### src/hdl/thermal_shutdown_cfg.svh
// Constants for the thermal shutdown and alert logic
`ifndef THERMAL_SHUTDOWN_CFG_SVH
`define THERMAL_SHUTDOWN_CFG_SVH
`define TEMP_WIDTH 11
`define TEMP_FRAC_BITS 3
`define CHANNEL_COUNT 5
`define HYST_DEGREES 10
`define HYST_CODE 11'h050
`define CONSEC_DEFAULT 3'h4
`define CONSEC_WIDTH 3
`define DECODE_SETTLE_CYCLES 8'h10
`define ADDR_CTRL 12'h000
`define ADDR_STATUS 12'h004
`define ADDR_MASK 12'h008
`define ADDR_CONSEC 12'h00c
`define ADDR_SHDN_SEL 12'h010
`define ADDR_THRESH 12'h014
`define ADDR_TEMP_BASE 12'h020
`define ADDR_ALERT_BASE 12'h040
`define ADDR_THERM_BASE 12'h060
`define CTRL_STANDBY_BIT 0
`define CTRL_ONESHOT_BIT 1
`define CTRL_ALERT_MASK_BIT 2
`define CTRL_SHDN_FUNC_BIT 3
`define STAT_SHDN_BIT 0
`define STAT_THERM_BIT 1
`define STAT_ALERT_BIT 2
`define STAT_REFUSE_BIT 3
`define STAT_WIDTH 4
`define LIMIT_RESET 11'h7ff
`endif

### src/hdl/thermal_shutdown_pkg.sv
// Types for the thermal shutdown and alert logic
package thermal_shutdown_pkg;
  typedef struct packed {
    logic [10:0] temp;
    logic [2:0] channel;
    logic valid;
  } measurement_type;
  typedef struct packed {
    logic standby;
    logic oneShot;
    logic alertMask;
    logic shdnFunc;
  } ctrl_type;
  typedef enum logic [1:0] {
    DECODE_WAIT = 2'b00,
    DECODE_SAMPLE = 2'b01,
    DECODE_DONE = 2'b10
  } decode_state_type;
endpackage : thermal_shutdown_pkg

### src/hdl/thermal_shutdown_alert_logic.sv
// Thermal shutdown, therm and maskable alert logic with APB registers
//
// Notes on behaviour
// Shutdown threshold decoded from two pin straps
// Refuse standby/one-shot when shutdown function set
// Compare each diode 1 measurement with threshold
// Shutdown consecutive counter, default four
// Assert shutdown after enough consecutive qualifying readings
// Release shutdown below threshold minus ten degrees
// Every channel may drive shutdown
// Enabled channel drives shutdown at or above therm limit
// Maskable alert when temperature exceeds alert limit
// Therm-tier output at or above limit, unmasked
// Temperatures are 11-bit, 0.125 degree steps
// Counter clears on reading below threshold
`timescale 1ns/10ps
`include "thermal_shutdown_cfg.svh"

module thermal_shutdown_alert_logic #(
  parameter int CHANNELS = `CHANNEL_COUNT
) (
  // Clock and reset
  input wire logic sys_clk,
  input wire logic reset,
  // APB slave
  input wire logic psel,
  input wire logic penable,
  input wire logic pwrite,
  input wire logic [11:0] paddr,
  input wire logic [31:0] pwdata,
  output logic [31:0] prdata,
  output logic pready,
  output logic pslverr,
  // Measurements from the converter
  input wire thermal_shutdown_pkg::measurement_type measIn,
  // Strap codes sensed on the two pull-up pins
  input wire logic [2:0] shdnStrapCode,
  input wire logic [2:0] alertStrapCode,
  // Open-drain outputs, enable low while pulling low
  output logic systemShutdownOutOe_n,
  output logic maskableAlertOutOe_n,
  output logic thermTierOutOe_n,
  // Interrupt
  output logic irq
);

  // Strap decode: 60 + 8 x shutdown strap + alert strap degrees, returned as an 11-bit code
  function automatic logic [10:0] decodeThreshold(input logic [2:0] s, input logic [2:0] a);
    logic [7:0] deg;
    deg = 8'h3c + {2'h0, s, 3'h0} + {5'h0, a};
    return {deg, 3'h0};
  endfunction : decodeThreshold

  // Limit compare helper on 11-bit codes
  function automatic logic atOrAbove(input logic [10:0] t, input logic [10:0] lim);
    return t >= lim;
  endfunction : atOrAbove

  // Strap decode state
  thermal_shutdown_pkg::decode_state_type decState_reg, decState_next;
  logic [7:0] settle_reg, settle_next;
  logic [10:0] thresh_reg, thresh_next;

  // Register file
  thermal_shutdown_pkg::ctrl_type ctrl_reg, ctrl_next;
  logic [`STAT_WIDTH-1:0] status_reg, status_next, mask_reg, mask_next;
  logic [`CONSEC_WIDTH-1:0] consecLimit_reg, consecLimit_next;
  logic [CHANNELS-1:0] shdnSel_reg, shdnSel_next;
  logic [10:0] temp_reg [CHANNELS];
  logic [10:0] alertLim_reg [CHANNELS];
  logic [10:0] thermLim_reg [CHANNELS];

  // Shutdown and tier state
  logic [`CONSEC_WIDTH-1:0] consec_reg, consec_next;
  logic hwShdn_reg, hwShdn_next;
  logic [CHANNELS-1:0] thermCh_reg, thermCh_next;
  logic [CHANNELS-1:0] alertCh_reg, alertCh_next;
  logic shdnOut_reg, alertOut_reg, thermOut_reg;
  logic shdnOut_next, alertOut_next, thermOut_next;

  logic wrEn, rdEn, accessOk;
  logic [11:0] chanOff;
  logic [2:0] chanIdx;
  logic [3:0] events;
  logic refuse;

  // Strap decode sequence after reset
  always_comb begin
    decState_next = decState_reg;
    settle_next = settle_reg;
    thresh_next = thresh_reg;
    case (decState_reg)
      thermal_shutdown_pkg::DECODE_WAIT: begin
        if (settle_reg == `DECODE_SETTLE_CYCLES) begin
          decState_next = thermal_shutdown_pkg::DECODE_SAMPLE;
        end else begin
          settle_next = settle_reg + 8'h01;
        end
      end
      thermal_shutdown_pkg::DECODE_SAMPLE: begin
        thresh_next = decodeThreshold(shdnStrapCode, alertStrapCode);
        decState_next = thermal_shutdown_pkg::DECODE_DONE;
      end
      thermal_shutdown_pkg::DECODE_DONE: begin
        decState_next = decState_reg;
      end
      default: begin
        decState_next = thermal_shutdown_pkg::DECODE_WAIT;
      end
    endcase
  end

  always_ff @(posedge sys_clk or posedge reset) begin
    if (reset) begin
      decState_reg <= thermal_shutdown_pkg::DECODE_WAIT;
      settle_reg <= 8'h00;
      thresh_reg <= `LIMIT_RESET;
    end else begin
      decState_reg <= decState_next;
      settle_reg <= settle_next;
      thresh_reg <= thresh_next;
    end
  end

  // APB decode, zero-wait answer
  assign wrEn = psel && penable && pwrite;
  assign rdEn = psel && !penable && !pwrite;
  assign pready = 1'b1;
  assign chanOff = paddr & 12'hfe3;
  assign chanIdx = paddr[4:2];
  assign accessOk = (paddr <= `ADDR_THRESH) || (chanIdx < CHANNELS &&
    (chanOff == `ADDR_TEMP_BASE || chanOff == `ADDR_ALERT_BASE ||
     chanOff == `ADDR_THERM_BASE));
  assign pslverr = psel && penable && !accessOk;
  assign refuse = wrEn && paddr == `ADDR_CTRL && pwdata[`CTRL_SHDN_FUNC_BIT] &&
    (pwdata[`CTRL_STANDBY_BIT] || pwdata[`CTRL_ONESHOT_BIT]);

  // Shutdown counter, hysteresis and tier outputs
  always_comb begin
    logic [10:0] release_lim;
    release_lim = (thresh_reg > `HYST_CODE) ? thresh_reg - `HYST_CODE : 11'h000;
    consec_next = consec_reg;
    hwShdn_next = hwShdn_reg;
    thermCh_next = thermCh_reg;
    alertCh_next = alertCh_reg;
    if (measIn.valid && measIn.channel < CHANNELS) begin
      // 11-bit codes, 0.125 degree lsb
      thermCh_next[measIn.channel] = atOrAbove(measIn.temp, thermLim_reg[measIn.channel]);
      alertCh_next[measIn.channel] = measIn.temp > alertLim_reg[measIn.channel];
      if (measIn.channel == 3'h0 && decState_reg == thermal_shutdown_pkg::DECODE_DONE) begin
        if (atOrAbove(measIn.temp, thresh_reg)) begin
          if (consec_reg + 3'h1 >= consecLimit_reg) begin
            hwShdn_next = 1'b1;
          end else begin
            consec_next = consec_reg + 3'h1;
          end
        end else begin
          consec_next = 3'h0;
          if (measIn.temp < release_lim) begin
            hwShdn_next = 1'b0;
          end
        end
      end
    end
    thermOut_next = |thermCh_next;
    shdnOut_next = hwShdn_next || |(thermCh_next & shdnSel_reg);
    alertOut_next = |alertCh_next && !ctrl_reg.alertMask;
  end

  always_ff @(posedge sys_clk or posedge reset) begin
    if (reset) begin
      consec_reg <= 3'h0;
      hwShdn_reg <= 1'b0;
      thermCh_reg <= '0;
      alertCh_reg <= '0;
      thermOut_reg <= 1'b0;
      shdnOut_reg <= 1'b0;
      alertOut_reg <= 1'b0;
    end else begin
      consec_reg <= consec_next;
      hwShdn_reg <= hwShdn_next;
      thermCh_reg <= thermCh_next;
      alertCh_reg <= alertCh_next;
      thermOut_reg <= thermOut_next;
      shdnOut_reg <= shdnOut_next;
      alertOut_reg <= alertOut_next;
    end
  end

  assign systemShutdownOutOe_n = !shdnOut_reg;
  assign maskableAlertOutOe_n = !alertOut_reg;
  assign thermTierOutOe_n = !thermOut_reg;

  // Sticky events: rising edges of outputs and refused mode writes
  assign events = {refuse, alertOut_next & !alertOut_reg,
    thermOut_next & !thermOut_reg, shdnOut_next & !shdnOut_reg};

  // Control, status and mask registers
  always_comb begin
    ctrl_next = ctrl_reg;
    mask_next = mask_reg;
    consecLimit_next = consecLimit_reg;
    shdnSel_next = shdnSel_reg;
    status_next = status_reg;
    if (wrEn) begin
      case (paddr)
        `ADDR_CTRL: begin
          if (!refuse) begin
            ctrl_next = {pwdata[`CTRL_STANDBY_BIT], pwdata[`CTRL_ONESHOT_BIT],
              pwdata[`CTRL_ALERT_MASK_BIT], pwdata[`CTRL_SHDN_FUNC_BIT]};
          end
        end
        `ADDR_STATUS: status_next = status_reg & ~pwdata[`STAT_WIDTH-1:0];
        `ADDR_MASK: mask_next = pwdata[`STAT_WIDTH-1:0];
        `ADDR_CONSEC: consecLimit_next = (pwdata[2:0] == 3'h0) ? 3'h1 : pwdata[2:0];
        `ADDR_SHDN_SEL: shdnSel_next = pwdata[CHANNELS-1:0];
        default: ctrl_next = ctrl_reg;
      endcase
    end
    status_next = status_next | events; // set wins over clear
  end

  always_ff @(posedge sys_clk or posedge reset) begin
    if (reset) begin
      ctrl_reg <= '{standby: 1'b0, oneShot: 1'b0, alertMask: 1'b0, shdnFunc: 1'b1};
      mask_reg <= '0;
      consecLimit_reg <= `CONSEC_DEFAULT;
      shdnSel_reg <= '0;
      status_reg <= '0;
    end else begin
      ctrl_reg <= ctrl_next;
      mask_reg <= mask_next;
      consecLimit_reg <= consecLimit_next;
      shdnSel_reg <= shdnSel_next;
      status_reg <= status_next;
    end
  end

  // Per-channel limits and latest temperatures
  always_ff @(posedge sys_clk or posedge reset) begin
    if (reset) begin
      for (int i = 0; i < CHANNELS; i++) begin
        temp_reg[i] <= 11'h000;
        alertLim_reg[i] <= `LIMIT_RESET;
        thermLim_reg[i] <= `LIMIT_RESET;
      end
    end else begin
      if (measIn.valid && measIn.channel < CHANNELS) begin
        temp_reg[measIn.channel] <= measIn.temp;
      end
      if (wrEn && chanIdx < CHANNELS) begin
        if (chanOff == `ADDR_ALERT_BASE) begin
          alertLim_reg[chanIdx] <= pwdata[10:0];
        end
        if (chanOff == `ADDR_THERM_BASE) begin
          thermLim_reg[chanIdx] <= pwdata[10:0];
        end
      end
    end
  end

  // Read data registered in the setup cycle
  always_ff @(posedge sys_clk or posedge reset) begin
    if (reset) begin
      prdata <= 32'h00000000;
    end else if (rdEn) begin
      prdata <= 32'h00000000;
      case (paddr)
        `ADDR_CTRL: prdata[3:0] <= {ctrl_reg.shdnFunc, ctrl_reg.alertMask,
          ctrl_reg.oneShot, ctrl_reg.standby};
        `ADDR_STATUS: prdata[`STAT_WIDTH-1:0] <= status_reg;
        `ADDR_MASK: prdata[`STAT_WIDTH-1:0] <= mask_reg;
        `ADDR_CONSEC: prdata[2:0] <= consecLimit_reg;
        `ADDR_SHDN_SEL: prdata[CHANNELS-1:0] <= shdnSel_reg;
        `ADDR_THRESH: prdata[10:0] <= thresh_reg;
        default: begin
          if (chanIdx < CHANNELS && chanOff == `ADDR_TEMP_BASE) prdata[10:0] <= temp_reg[chanIdx];
          if (chanIdx < CHANNELS && chanOff == `ADDR_ALERT_BASE) prdata[10:0] <= alertLim_reg[chanIdx];
          if (chanIdx < CHANNELS && chanOff == `ADDR_THERM_BASE) prdata[10:0] <= thermLim_reg[chanIdx];
        end
      endcase
    end
  end

  assign irq = |(status_reg & mask_reg);
endmodule : thermal_shutdown_alert_logic

### config.mk
export PLATFORM = sky130hd
export DESIGN_NAME = thermal_shutdown_alert_logic
export DESIGN_NICKNAME = d
export VERILOG_FILES = /design/src/hdl/thermal_shutdown_pkg.sv /design/src/hdl/thermal_shutdown_alert_logic.sv
export VERILOG_INCLUDE_DIRS = /design/src /design/src/hdl
export SDC_FILE = /design/constraint.sdc
export NUM_CORES = 1
export LEC_CHECK = 0
export BUFFER_PORTS_ARGS = -buffer_cell sky130_fd_sc_hd__buf_2
export CORE_ASPECT_RATIO = 2
export CORE_MARGIN = 4
export CORE_UTILIZATION = 50
export DETAILED_ROUTE_END_ITERATION = 8
export PLACE_DENSITY_LB_ADDON = 0.1
export SYNTH_ARGS = -nofsm -noshare
export SYNTH_HDL_FRONTEND = slang
export SYNTH_SLANG_ARGS = --single-unit
### constraint.sdc
create_clock -name sys_clk -period 7.3 [get_ports sys_clk]
set_input_delay 0 -clock sys_clk [delete_from_list [all_inputs] [get_ports sys_clk]]
set_output_delay 0 -clock sys_clk [all_outputs]
set_load 0.005 [all_outputs]
Word level (Yosys, flattened, before mapping):

Index checks and enable logic that the tools add are counted.

* bitwise operators: 13
* reductions and logical operators: 50
* magnitude comparators: 15
* multiplexer cells: 48
* $mul: 0
* shifts and indexed selects: 0
* divide/modulo/power cells: 0
* add/sub/neg operators: 5
* equality and inequality tests: 13

Operators with widths (count)
* 11-bit two-way mux: 16
* 11-bit binary-select mux with 3-bit select: 5
* 55-bit bitwise mux: 3
* 11-bit demux with 3-bit select: 2
* 12-bit by 4-bit == test with 1-bit output, second input constant: 2
* 12-bit by 5-bit == test with 1-bit output, second input constant: 2
* 11-bit greater-or-equal comparator: 2
* 5-bit OR reduction: 4
* 1-bit logical AND: 19
* 9-bit by 4-bit == test with 1-bit output, second input constant: 2
* 3-bit one-hot mux with 6 select lines: 1
* 2-bit AND reduction: 7
* 12-bit by 3-bit == test with 1-bit output, second input constant: 1
* 12-bit by 5-bit <= comparator with 1-bit output, second input constant: 1
* 12-bit logical NOT: 1
* 6-bit one-hot mux with 2 select lines: 1
* 11-bit greater-than comparator: 1
* 11-bit by 7-bit greater-than comparator with 1-bit output, second input constant: 1
* 11-bit less-than comparator: 1
* 11-bit by 7-bit subtractor with 11-bit output, second input constant: 1
* 5-bit bitwise mux: 2
* 5-bit two-way mux: 2
* 9-bit by 3-bit == test with 1-bit output, second input constant: 1
* 3-bit two-way mux: 3
* other kinds (34): 63

* output and inout bits: 38
* logic and storage cells: 178
* register bits after elaboration: 234
* bits in writable memories: 0
* memories kept: 0
* ROM bits: 0
* input port bits: 70
* latch bits: 0

Logic depth before layout (Yosys ltp):

Gate-level depths: netlist of run 1.

* depth after elaboration: 12
* depth in mapped cells: 13
* mapped depth without buffers: 13

Least setup slack after synthesis of run 1:

Ideal clock, no wire load.

* kind: input-to-reg
* start: in measIn[1] (netlist name)
* end: reg status_reg[2]
* setup time: 0.121 ns
* path buffers: 2
* data arrival time: 3.058 ns
* cell stages on the path: 11
* required time: 7.179 ns
* path slack: 4.121 ns
* cells stage by stage: clkbuf_1 buf_1 mux4_2 a22oi_1 ha_1 a21o_1 a21o_1 a21o_1 a2111oi_0 o31ai_1 a22o_1

* word-level cells in the longest chain between the ends: 11
* elaborated cells between the ends (all ways): 18
* those cells by class: order compare (4); mux (7); bitwise (3); reduce/logical (4)

RTL lines
* start: declaration: RTL line thermal_shutdown_alert_logic.sv:35 `input wire thermal_shutdown_pkg::measurement_type measIn,`
* 3-bit NOT with 4-bit output (not written as such): RTL line thermal_shutdown_alert_logic.sv:149 `alertCh_next[measIn.channel] = measIn.temp > alertLim_reg[measIn.channel];`
* 11-bit binary-select mux with 3-bit select: RTL line thermal_shutdown_alert_logic.sv:149
* 11-bit two-way mux (not written as such) (2 in series): RTL line thermal_shutdown_alert_logic.sv:149
* 11-bit greater-than comparator: RTL line thermal_shutdown_alert_logic.sv:149
* 5-bit bitwise mux: RTL line thermal_shutdown_alert_logic.sv:149
* 5-bit two-way mux *: RTL line thermal_shutdown_alert_logic.sv:146 `if (measIn.valid && measIn.channel < CHANNELS) begin`
* 5-bit OR reduction *: RTL line thermal_shutdown_alert_logic.sv:167 `alertOut_next = |alertCh_next && !ctrl_reg.alertMask;`
* 1-bit logical AND *: RTL line thermal_shutdown_alert_logic.sv:167
* via alertOut_next: RTL line thermal_shutdown_alert_logic.sv:79 `logic shdnOut_next, alertOut_next, thermOut_next;`
* 1-bit bitwise AND *: RTL line thermal_shutdown_alert_logic.sv:195 `assign events = {refuse, alertOut_next & !alertOut_reg,`
* 4-bit OR *: RTL line thermal_shutdown_alert_logic.sv:220 `status_next = status_next | events;`
* via status_next[2]: RTL line thermal_shutdown_alert_logic.sv:66 `` logic [`STAT_WIDTH-1:0] status_reg, status_next, mask_reg, mask_next; ``
* end signal: assignment: RTL line thermal_shutdown_alert_logic.sv:235 `status_reg <= status_next;`
* end: declaration: RTL line thermal_shutdown_alert_logic.sv:66

The timed path passes the listed nets; every way through them passes the cells marked *. The select of a mux whose other input is x is not followed.
A chain may end at the register's enable or synchronous reset.

Worst setup path in the final report of run 1:

* start: in measIn[3] (netlist name)
* end: reg status_reg[1]

* word-level cells in the longest chain between the ends: 10
* elaborated cells between the ends (all ways): 17
* those cells by class: order compare (4); mux (7); bitwise (3); reduce/logical (3)

RTL lines
* 3-bit NOT with 4-bit output (not written as such): RTL line thermal_shutdown_alert_logic.sv:148 `thermCh_next[measIn.channel] = atOrAbove(measIn.temp, thermLim_reg[measIn.channel]);`
* 11-bit binary-select mux with 3-bit select: RTL line thermal_shutdown_alert_logic.sv:148
* 11-bit two-way mux (not written as such) (2 in series): RTL line thermal_shutdown_alert_logic.sv:148
* 11-bit greater-or-equal comparator: RTL line thermal_shutdown_alert_logic.sv:56 `return t >= lim;`
* 5-bit bitwise mux: RTL line thermal_shutdown_alert_logic.sv:148
* 5-bit two-way mux *: RTL line thermal_shutdown_alert_logic.sv:146
* 5-bit OR reduction *: RTL line thermal_shutdown_alert_logic.sv:165 `thermOut_next = |thermCh_next;`
* via thermOut_next: RTL line thermal_shutdown_alert_logic.sv:79
* 1-bit bitwise AND *: RTL line thermal_shutdown_alert_logic.sv:196 `thermOut_next & !thermOut_reg, shdnOut_next & !shdnOut_reg};`
* 4-bit OR *: RTL line thermal_shutdown_alert_logic.sv:220
* via status_next[1]: RTL line thermal_shutdown_alert_logic.sv:66

Marks and branches as above.

==> impl_metrics.ini, run 1 <==
[run_status]
status = finished clean

[worst_setup_path]
start_kind = input port
crit_path_end_kind = flop
cp_cell_sequence = buf_2 -> inv_1 -> nor3_1 -> buf_4 -> a22oi_1 -> ha_1 -> a21oi_1 -> o22ai_1 -> or4_1 -> o22ai_1 -> buf_4 -> o211ai_1 -> a22o_1
cp_slowest_cell = nor3_1
path_delay_family = simple AND/OR/NAND/NOR gates
cp.arrival_ns = 3.94
cp-startpoint = measIn[3]
cp.depth = 13
critPathMaxFanout = 17
reg2reg_from = thresh_reg[5]
rr_worst_depth = 11
cpPeakStageDelay_ns = 1.06
path_class = in -> reg
rrSetupSlack_ns = 3.87
rr_endpoint = status_reg[0]
cp_data_required_time_ns = 7.72
critPathBufInv = 4
critPathCapture = status_reg[1]

[grt]
grt_pass1_vias = 10100
grt_max_degree = 102
grt_pass1_wl_microns = 59400
grt_use_total_pct = 27.1
antenna_found_initial = 0
overflow = 0

[yosys]
synthFlopType = dfstp_2
synth-edff-count = 0
ys_ff_latch = 231
yosysUniqueCellTypes = 66
synthTopCellsByArea = dfstp_2 (24%), dfrtp_1 (21%), mux2_2 (13%)
syn_avg_cell_area_sq_um = 11.2
netlist_instances = 1173
yosys_warnings = 0
yosysTopAreaCell = dfstp_2
async_flop_share_pct = 100
synth_seq_area_share_pct = 45.2
syn_area_sq_um = 13100
synth_top_area_share_pct = 24.1
yosysMostFrequentCell = mux2_2
synth_common_cells = mux2_2 (148), nand2_1 (146), dfstp_2 (120)

[clocking]
htreeDepth = 1
post_cts_buffers = 0
worstSkewPairLatency_ns = 0.53
numCtsBuffers = 22
cts_tree = yes
cts_root_buffer = clkbuf_16
clkSinkCount = 231
clkTransAtPathRegs_ns = 0.06
post_cts_resized = 0
cts_buffer_depth = 3
holdBufCountCts = 32

[power]
finalPower_mw = 3.03
power_leakage_nw = 6.37
power.density_nw_per_um2 = 206
irDropWorstVdd_v = 0.000178

[sta]
drv_slew = 0
fin_crit_sh_pct = 48.2
worstMarginPinSlew_ns = 1.32
fin_crit_ns = 3.52
rsz0062_at_grt = no
fmax_mhz = 284
whs_ns = 0.0418
tns_ns = 0
fin_worst_skew_ns = 0.0158
hold_viol_final = 0
setup_viol = 0
max_slew_margin_pct = 11.3

[die]
initial_utilization_pct = 50.9
dieArea_sq_um = 29000
fp-row-count = 83
dieHeight_microns = 237
num_io_pins = 108
fp.dieW_microns = 122
core_area_sq_um = 25800

[finish]
synthToLayoutAreaGrowth_pct = 12.1
fin_util_pct = 57.1
stdcell_area_sq_um = 14700
layout-drive-gt1-share_pct = 35.7
num_antenna_cells = 0
design.final.nets = 1362

[routing]
wirelength_microns = 38500
drt-initial-drc-count = 606
drcViolationCount = 0
viasPerCell = 6.02
vias = 9613
ant_nets = 0
wl_per_cell_microns = 24.1
dr.pass1.iters = 5

[placement]
gp_congestion = 0.923
port_buffers = 64
placed_area_sq_um = 13600
dp_hpwl_microns = 27200

[worst_hold_path]
hp-class = in -> reg

[flow_run]
cap_violations = 0
==> worst min path at each step <==
stage                     cells past startpoint            to      start  slack (ns)
after global placement                        2   ctrl_reg[2]      reset        0.18
after floorplan                               2       pslverr    penable        0.08
after detailed placement                      2   ctrl_reg[2]      reset        0.18
after global routing                          4     prdata[6]   paddr[6]        0.06
final                                         3  thermOut_reg  measIn[0]        0.04
after CTS                                     5     prdata[0]   paddr[8]        0.03
==> power by group <==
group	internal [mW]	switching (mW)
combinational	0.166	0.250
sequential	1.38	0.0594
clock	0.675	0.503
==> cell usage in the layout, fill, tap and decap left out, types with 9 or more instances in the layout <==
cell type and n:
conb_1 22, nor3_1 18, clkbuf_16 23, buf_4 20, dlygate4sd3_1 32, a22oi_1 29
xnor2_1 11, dfstp_2 120, nor2_1 52, nand2b_1 10, mux2_2 148, nand2_1 146
buf_2 64, a211oi_1 14, a21oi_1 47, o21ai_0 44, a21o_1 9, a221oi_1 10
inv_1 33, o22ai_1 13, dfrtp_1 111, ha_1 52, mux2i_1 36, mux4_2 39
o22a_1 10, nand3_1 17
==> worst min-delay path: stages <==
cell and delay (ns):
buf_2 0.18, o21ai_0 0.18, o211ai_1 0.14
==> kinds of logic (layout without fill, tap and decap cells) <==
group,count (synthesis),in the layout,share of synthesized area (%)
simple gates,309,309,11.1
flops,231,231,45.2
mux,223,223,22.2
compound gates,215,215,11.0
buf+inv,127,190,4.53
fa+ha+maj,52,52,4.96
xor+xnor,14,14,0.935
other cells,2,22,0.0573
==> metal layers <==
layer	global-route usage [%]	share of wire [%]	wire length [microns]	up-vias
li1	-	-	-	4375
met1	30.2	36	13900	4817
met2	48.7	53	20500	305
met3	3.13	4.5	1720	116
met4	15.2	6.4	2450	0
met5	0	0	0	-
==> per-stage QoR <==
step           worst slack, ns  instances
5_1_grt                   3.67       1596
3_3_place_gp              3.27       1524
6_report                  3.78       1596
4_1_cts                   3.79       1596
2_1_floorplan             1.17       1193
3_5_place_dp              3.25       1524
==> area by class of cell <==
type | instances | area [sq um]
fill | 2263 | 11100
multi-input combinational | 835 | 6680
sequential | 231 | 5930
timing repair buffer | 116 | 791
clock buffer | 35 | 681
tap | 340 | 425
inverter | 34 | 135
clock inverter | 5 | 52.6
(Power assumes the default switching activity.)
==> run 2, diff against run 1 <==
==> constraint.sdc (replaced) <==
create_clock -name sys_clk -period 3.6 [get_ports sys_clk]
set_input_delay 0 -clock sys_clk [delete_from_list [all_inputs] [get_ports sys_clk]]
set_output_delay 0 -clock sys_clk [all_outputs]
set_load 0.005 [all_outputs]
==> run 2 against run 1 <==
Compared with the run above: die area is the same; utilization up 1.4 points; routed wire length rose by 1.1%; final cell count up 1.8%; critical path type is now reg -> reg; critical endpoint is now status_reg[0]; highest routed layer unchanged.
==> impl_metrics.ini, run 2 (synthesis results as in run 1) <==
[run_status]
status = finished clean

[die]
core_area_sq_um = 25800
fp.dieW_microns = 122
dieArea_sq_um = 29000
dieHeight_microns = 237
initial_utilization_pct = 50.9
fp-row-count = 83
num_io_pins = 108

[finish]
synthToLayoutAreaGrowth_pct = 14.9
final_cell_mix = mux2_2 (148), nand2_1 (146), dfstp_2 (120)
fin_util_pct = 58.5
design.final.nets = 1392
layout-drive-gt1-share_pct = 37.1
num_antenna_cells = 0
multiInputGateArea_sq_um = 6680
n_fill_cell = 2254
layout_commonest_cell = mux2_2
seqCellArea_sq_um = 5930

[worst_setup_path]
start_kind = flop
rr_worst_depth = 11
critPathBufInv = 1
rrSetupSlack_ns = 0.45
cp_data_required_time_ns = 3.98
cp.arrival_ns = 3.53
path_delay_family = compound AO/OA/AOI/OAI gates
critPathMaxFanout = 4
crit_path_end_kind = flop
cp.depth = 11
cp_slowest_cell = dfstp_2
cp-startpoint = thresh_reg[5]
cp_cell_sequence = inv_1 -> ha_1 -> and3_1 -> o2111ai_1 -> nand2_1 -> ha_1 -> and3_1 -> a2111oi_4 -> nand3_1 -> a211oi_2 -> a41oi_1
path_class = reg -> reg
cpPeakStageDelay_ns = 0.55
reg2reg_from = thresh_reg[5]

[power]
power.density_nw_per_um2 = 430
clkPwrFrac_pct = 41.4
swShare_pct = 26.3
p_switching_mw = 1.70
irDropWorstVdd_v = 0.000436
power.internal_mw = 4.77
p_seq_share_pct = 45.3
p_comb_share_pct = 13.3
power_leakage_nw = 6.57

[clocking]
numCtsBuffers = 23
cts_root_buffer = clkbuf_16
worstSkewPairLatency_ns = 0.52
htreeDepth = 1
clkTransAtPathRegs_ns = 0.07
cts_buffer_depth = 3
post_cts_buffers = 0
cts_tree = yes
clkSinkCount = 231

[worst_hold_path]
hold_depth = 4
hp-class = in -> reg
worstHoldStart = paddr[6]

[routing]
ant_nets = 0
wirelength_microns = 38900
dr.pass1.iters = 5
drt-initial-drc-count = 516
viasPerCell = 6.07
drcViolationCount = 0
vias = 9856
wl_per_cell_microns = 23.9

[placement]
gp_congestion = 0.923
dp_hpwl_microns = 28300
port_buffers = 64

[sta]
tns_ns = 0
max_slew_margin_pct = 44.3
setup_viol = 0
rsz0062_at_grt = no
drv_slew = 0
fin_crit_ns = 3.15
hold_viol_final = 0
fin_worst_skew_ns = 0.0126
fmax_mhz = 318
worstMarginPinSlew_ns = 0.836
fin_crit_sh_pct = 87.4

[grt]
grt_pass1_vias = 10300
grt_max_degree = 101
overflow = 0
grt_pass1_wl_microns = 60500
grt_use_total_pct = 27.4
antenna_found_initial = 0

[flow_run]
cap_violations = 0
-- run 2: tightest hold or removal path: stages --
cell and delay (ns):
buf_2 0.14, and3_1 0.20, a21oi_1 0.12, o21ai_0 0.07
-- run 2: through the flow --
step                worst slack [ns]  cell area [sq um]  std cells  hold slack [ns]  power (mW)
finish                         0.452              15100       1625           0.0532        6.47
floorplan                      0.421              13200       1193           0.0773        3.50
global route                   0.265              15100       1625           0.0754        6.73
detailed placement             0.363              13900       1551            0.197        3.80
CTS                            0.432              15100       1625           0.0347        6.52
global placement               0.365              13900       1551            0.188        3.77
-- run 2: worst paths after layout --
path | endpoint
hold / removal | prdata[6]
setup reg to reg | status_reg[0]
hold reg to reg | temp_reg[29]
max in group asynchronous | thermLim_reg[52]
min in group asynchronous | shdnSel_reg[3]
setup / recovery | status_reg[0]
-- run 2: power groups by stage --
stage | clock network [mW] | registers (mW) | logic (mW)
CTS | 2.73 | 2.92 | 0.866
detailed placement | 0 | 2.97 | 0.834
global route | 2.81 | 2.95 | 0.968
floorplan | 0 | 2.92 | 0.575
global placement | 0 | 2.96 | 0.814
finish | 2.68 | 2.93 | 0.862
-- run 2: routing by layer --
metal / global-route usage, % / vias to the layer above / part of all wire, %
li1: - / 4437 / -
met1: 31.9 / 5025 / 37
met2: 50.0 / 296 / 54
met3: 2.68 / 98 / 4.2
met4: 12.3 / 0 / 4.9
met5: 0 / - / 0
-- run 2: what timing repair did --
| action | CTS | global route |
|---|---|---|
| hold buffers | 34 | 0 |
| endpoints found under the setup margin | 0 | 0 |
| endpoints found under the hold margin | 189 | 0 |
| gates resized for setup | 0 | 0 |
-- run 2: layout make-up --
class	count	area share, %
clock buffers	29	4.45
clock inverters	11	1.07
inverters	34	0.872
multi-input cells	835	44.3
flip-flops and latches	231	39.4
well taps	340	2.83
repair buffers	145	7.06
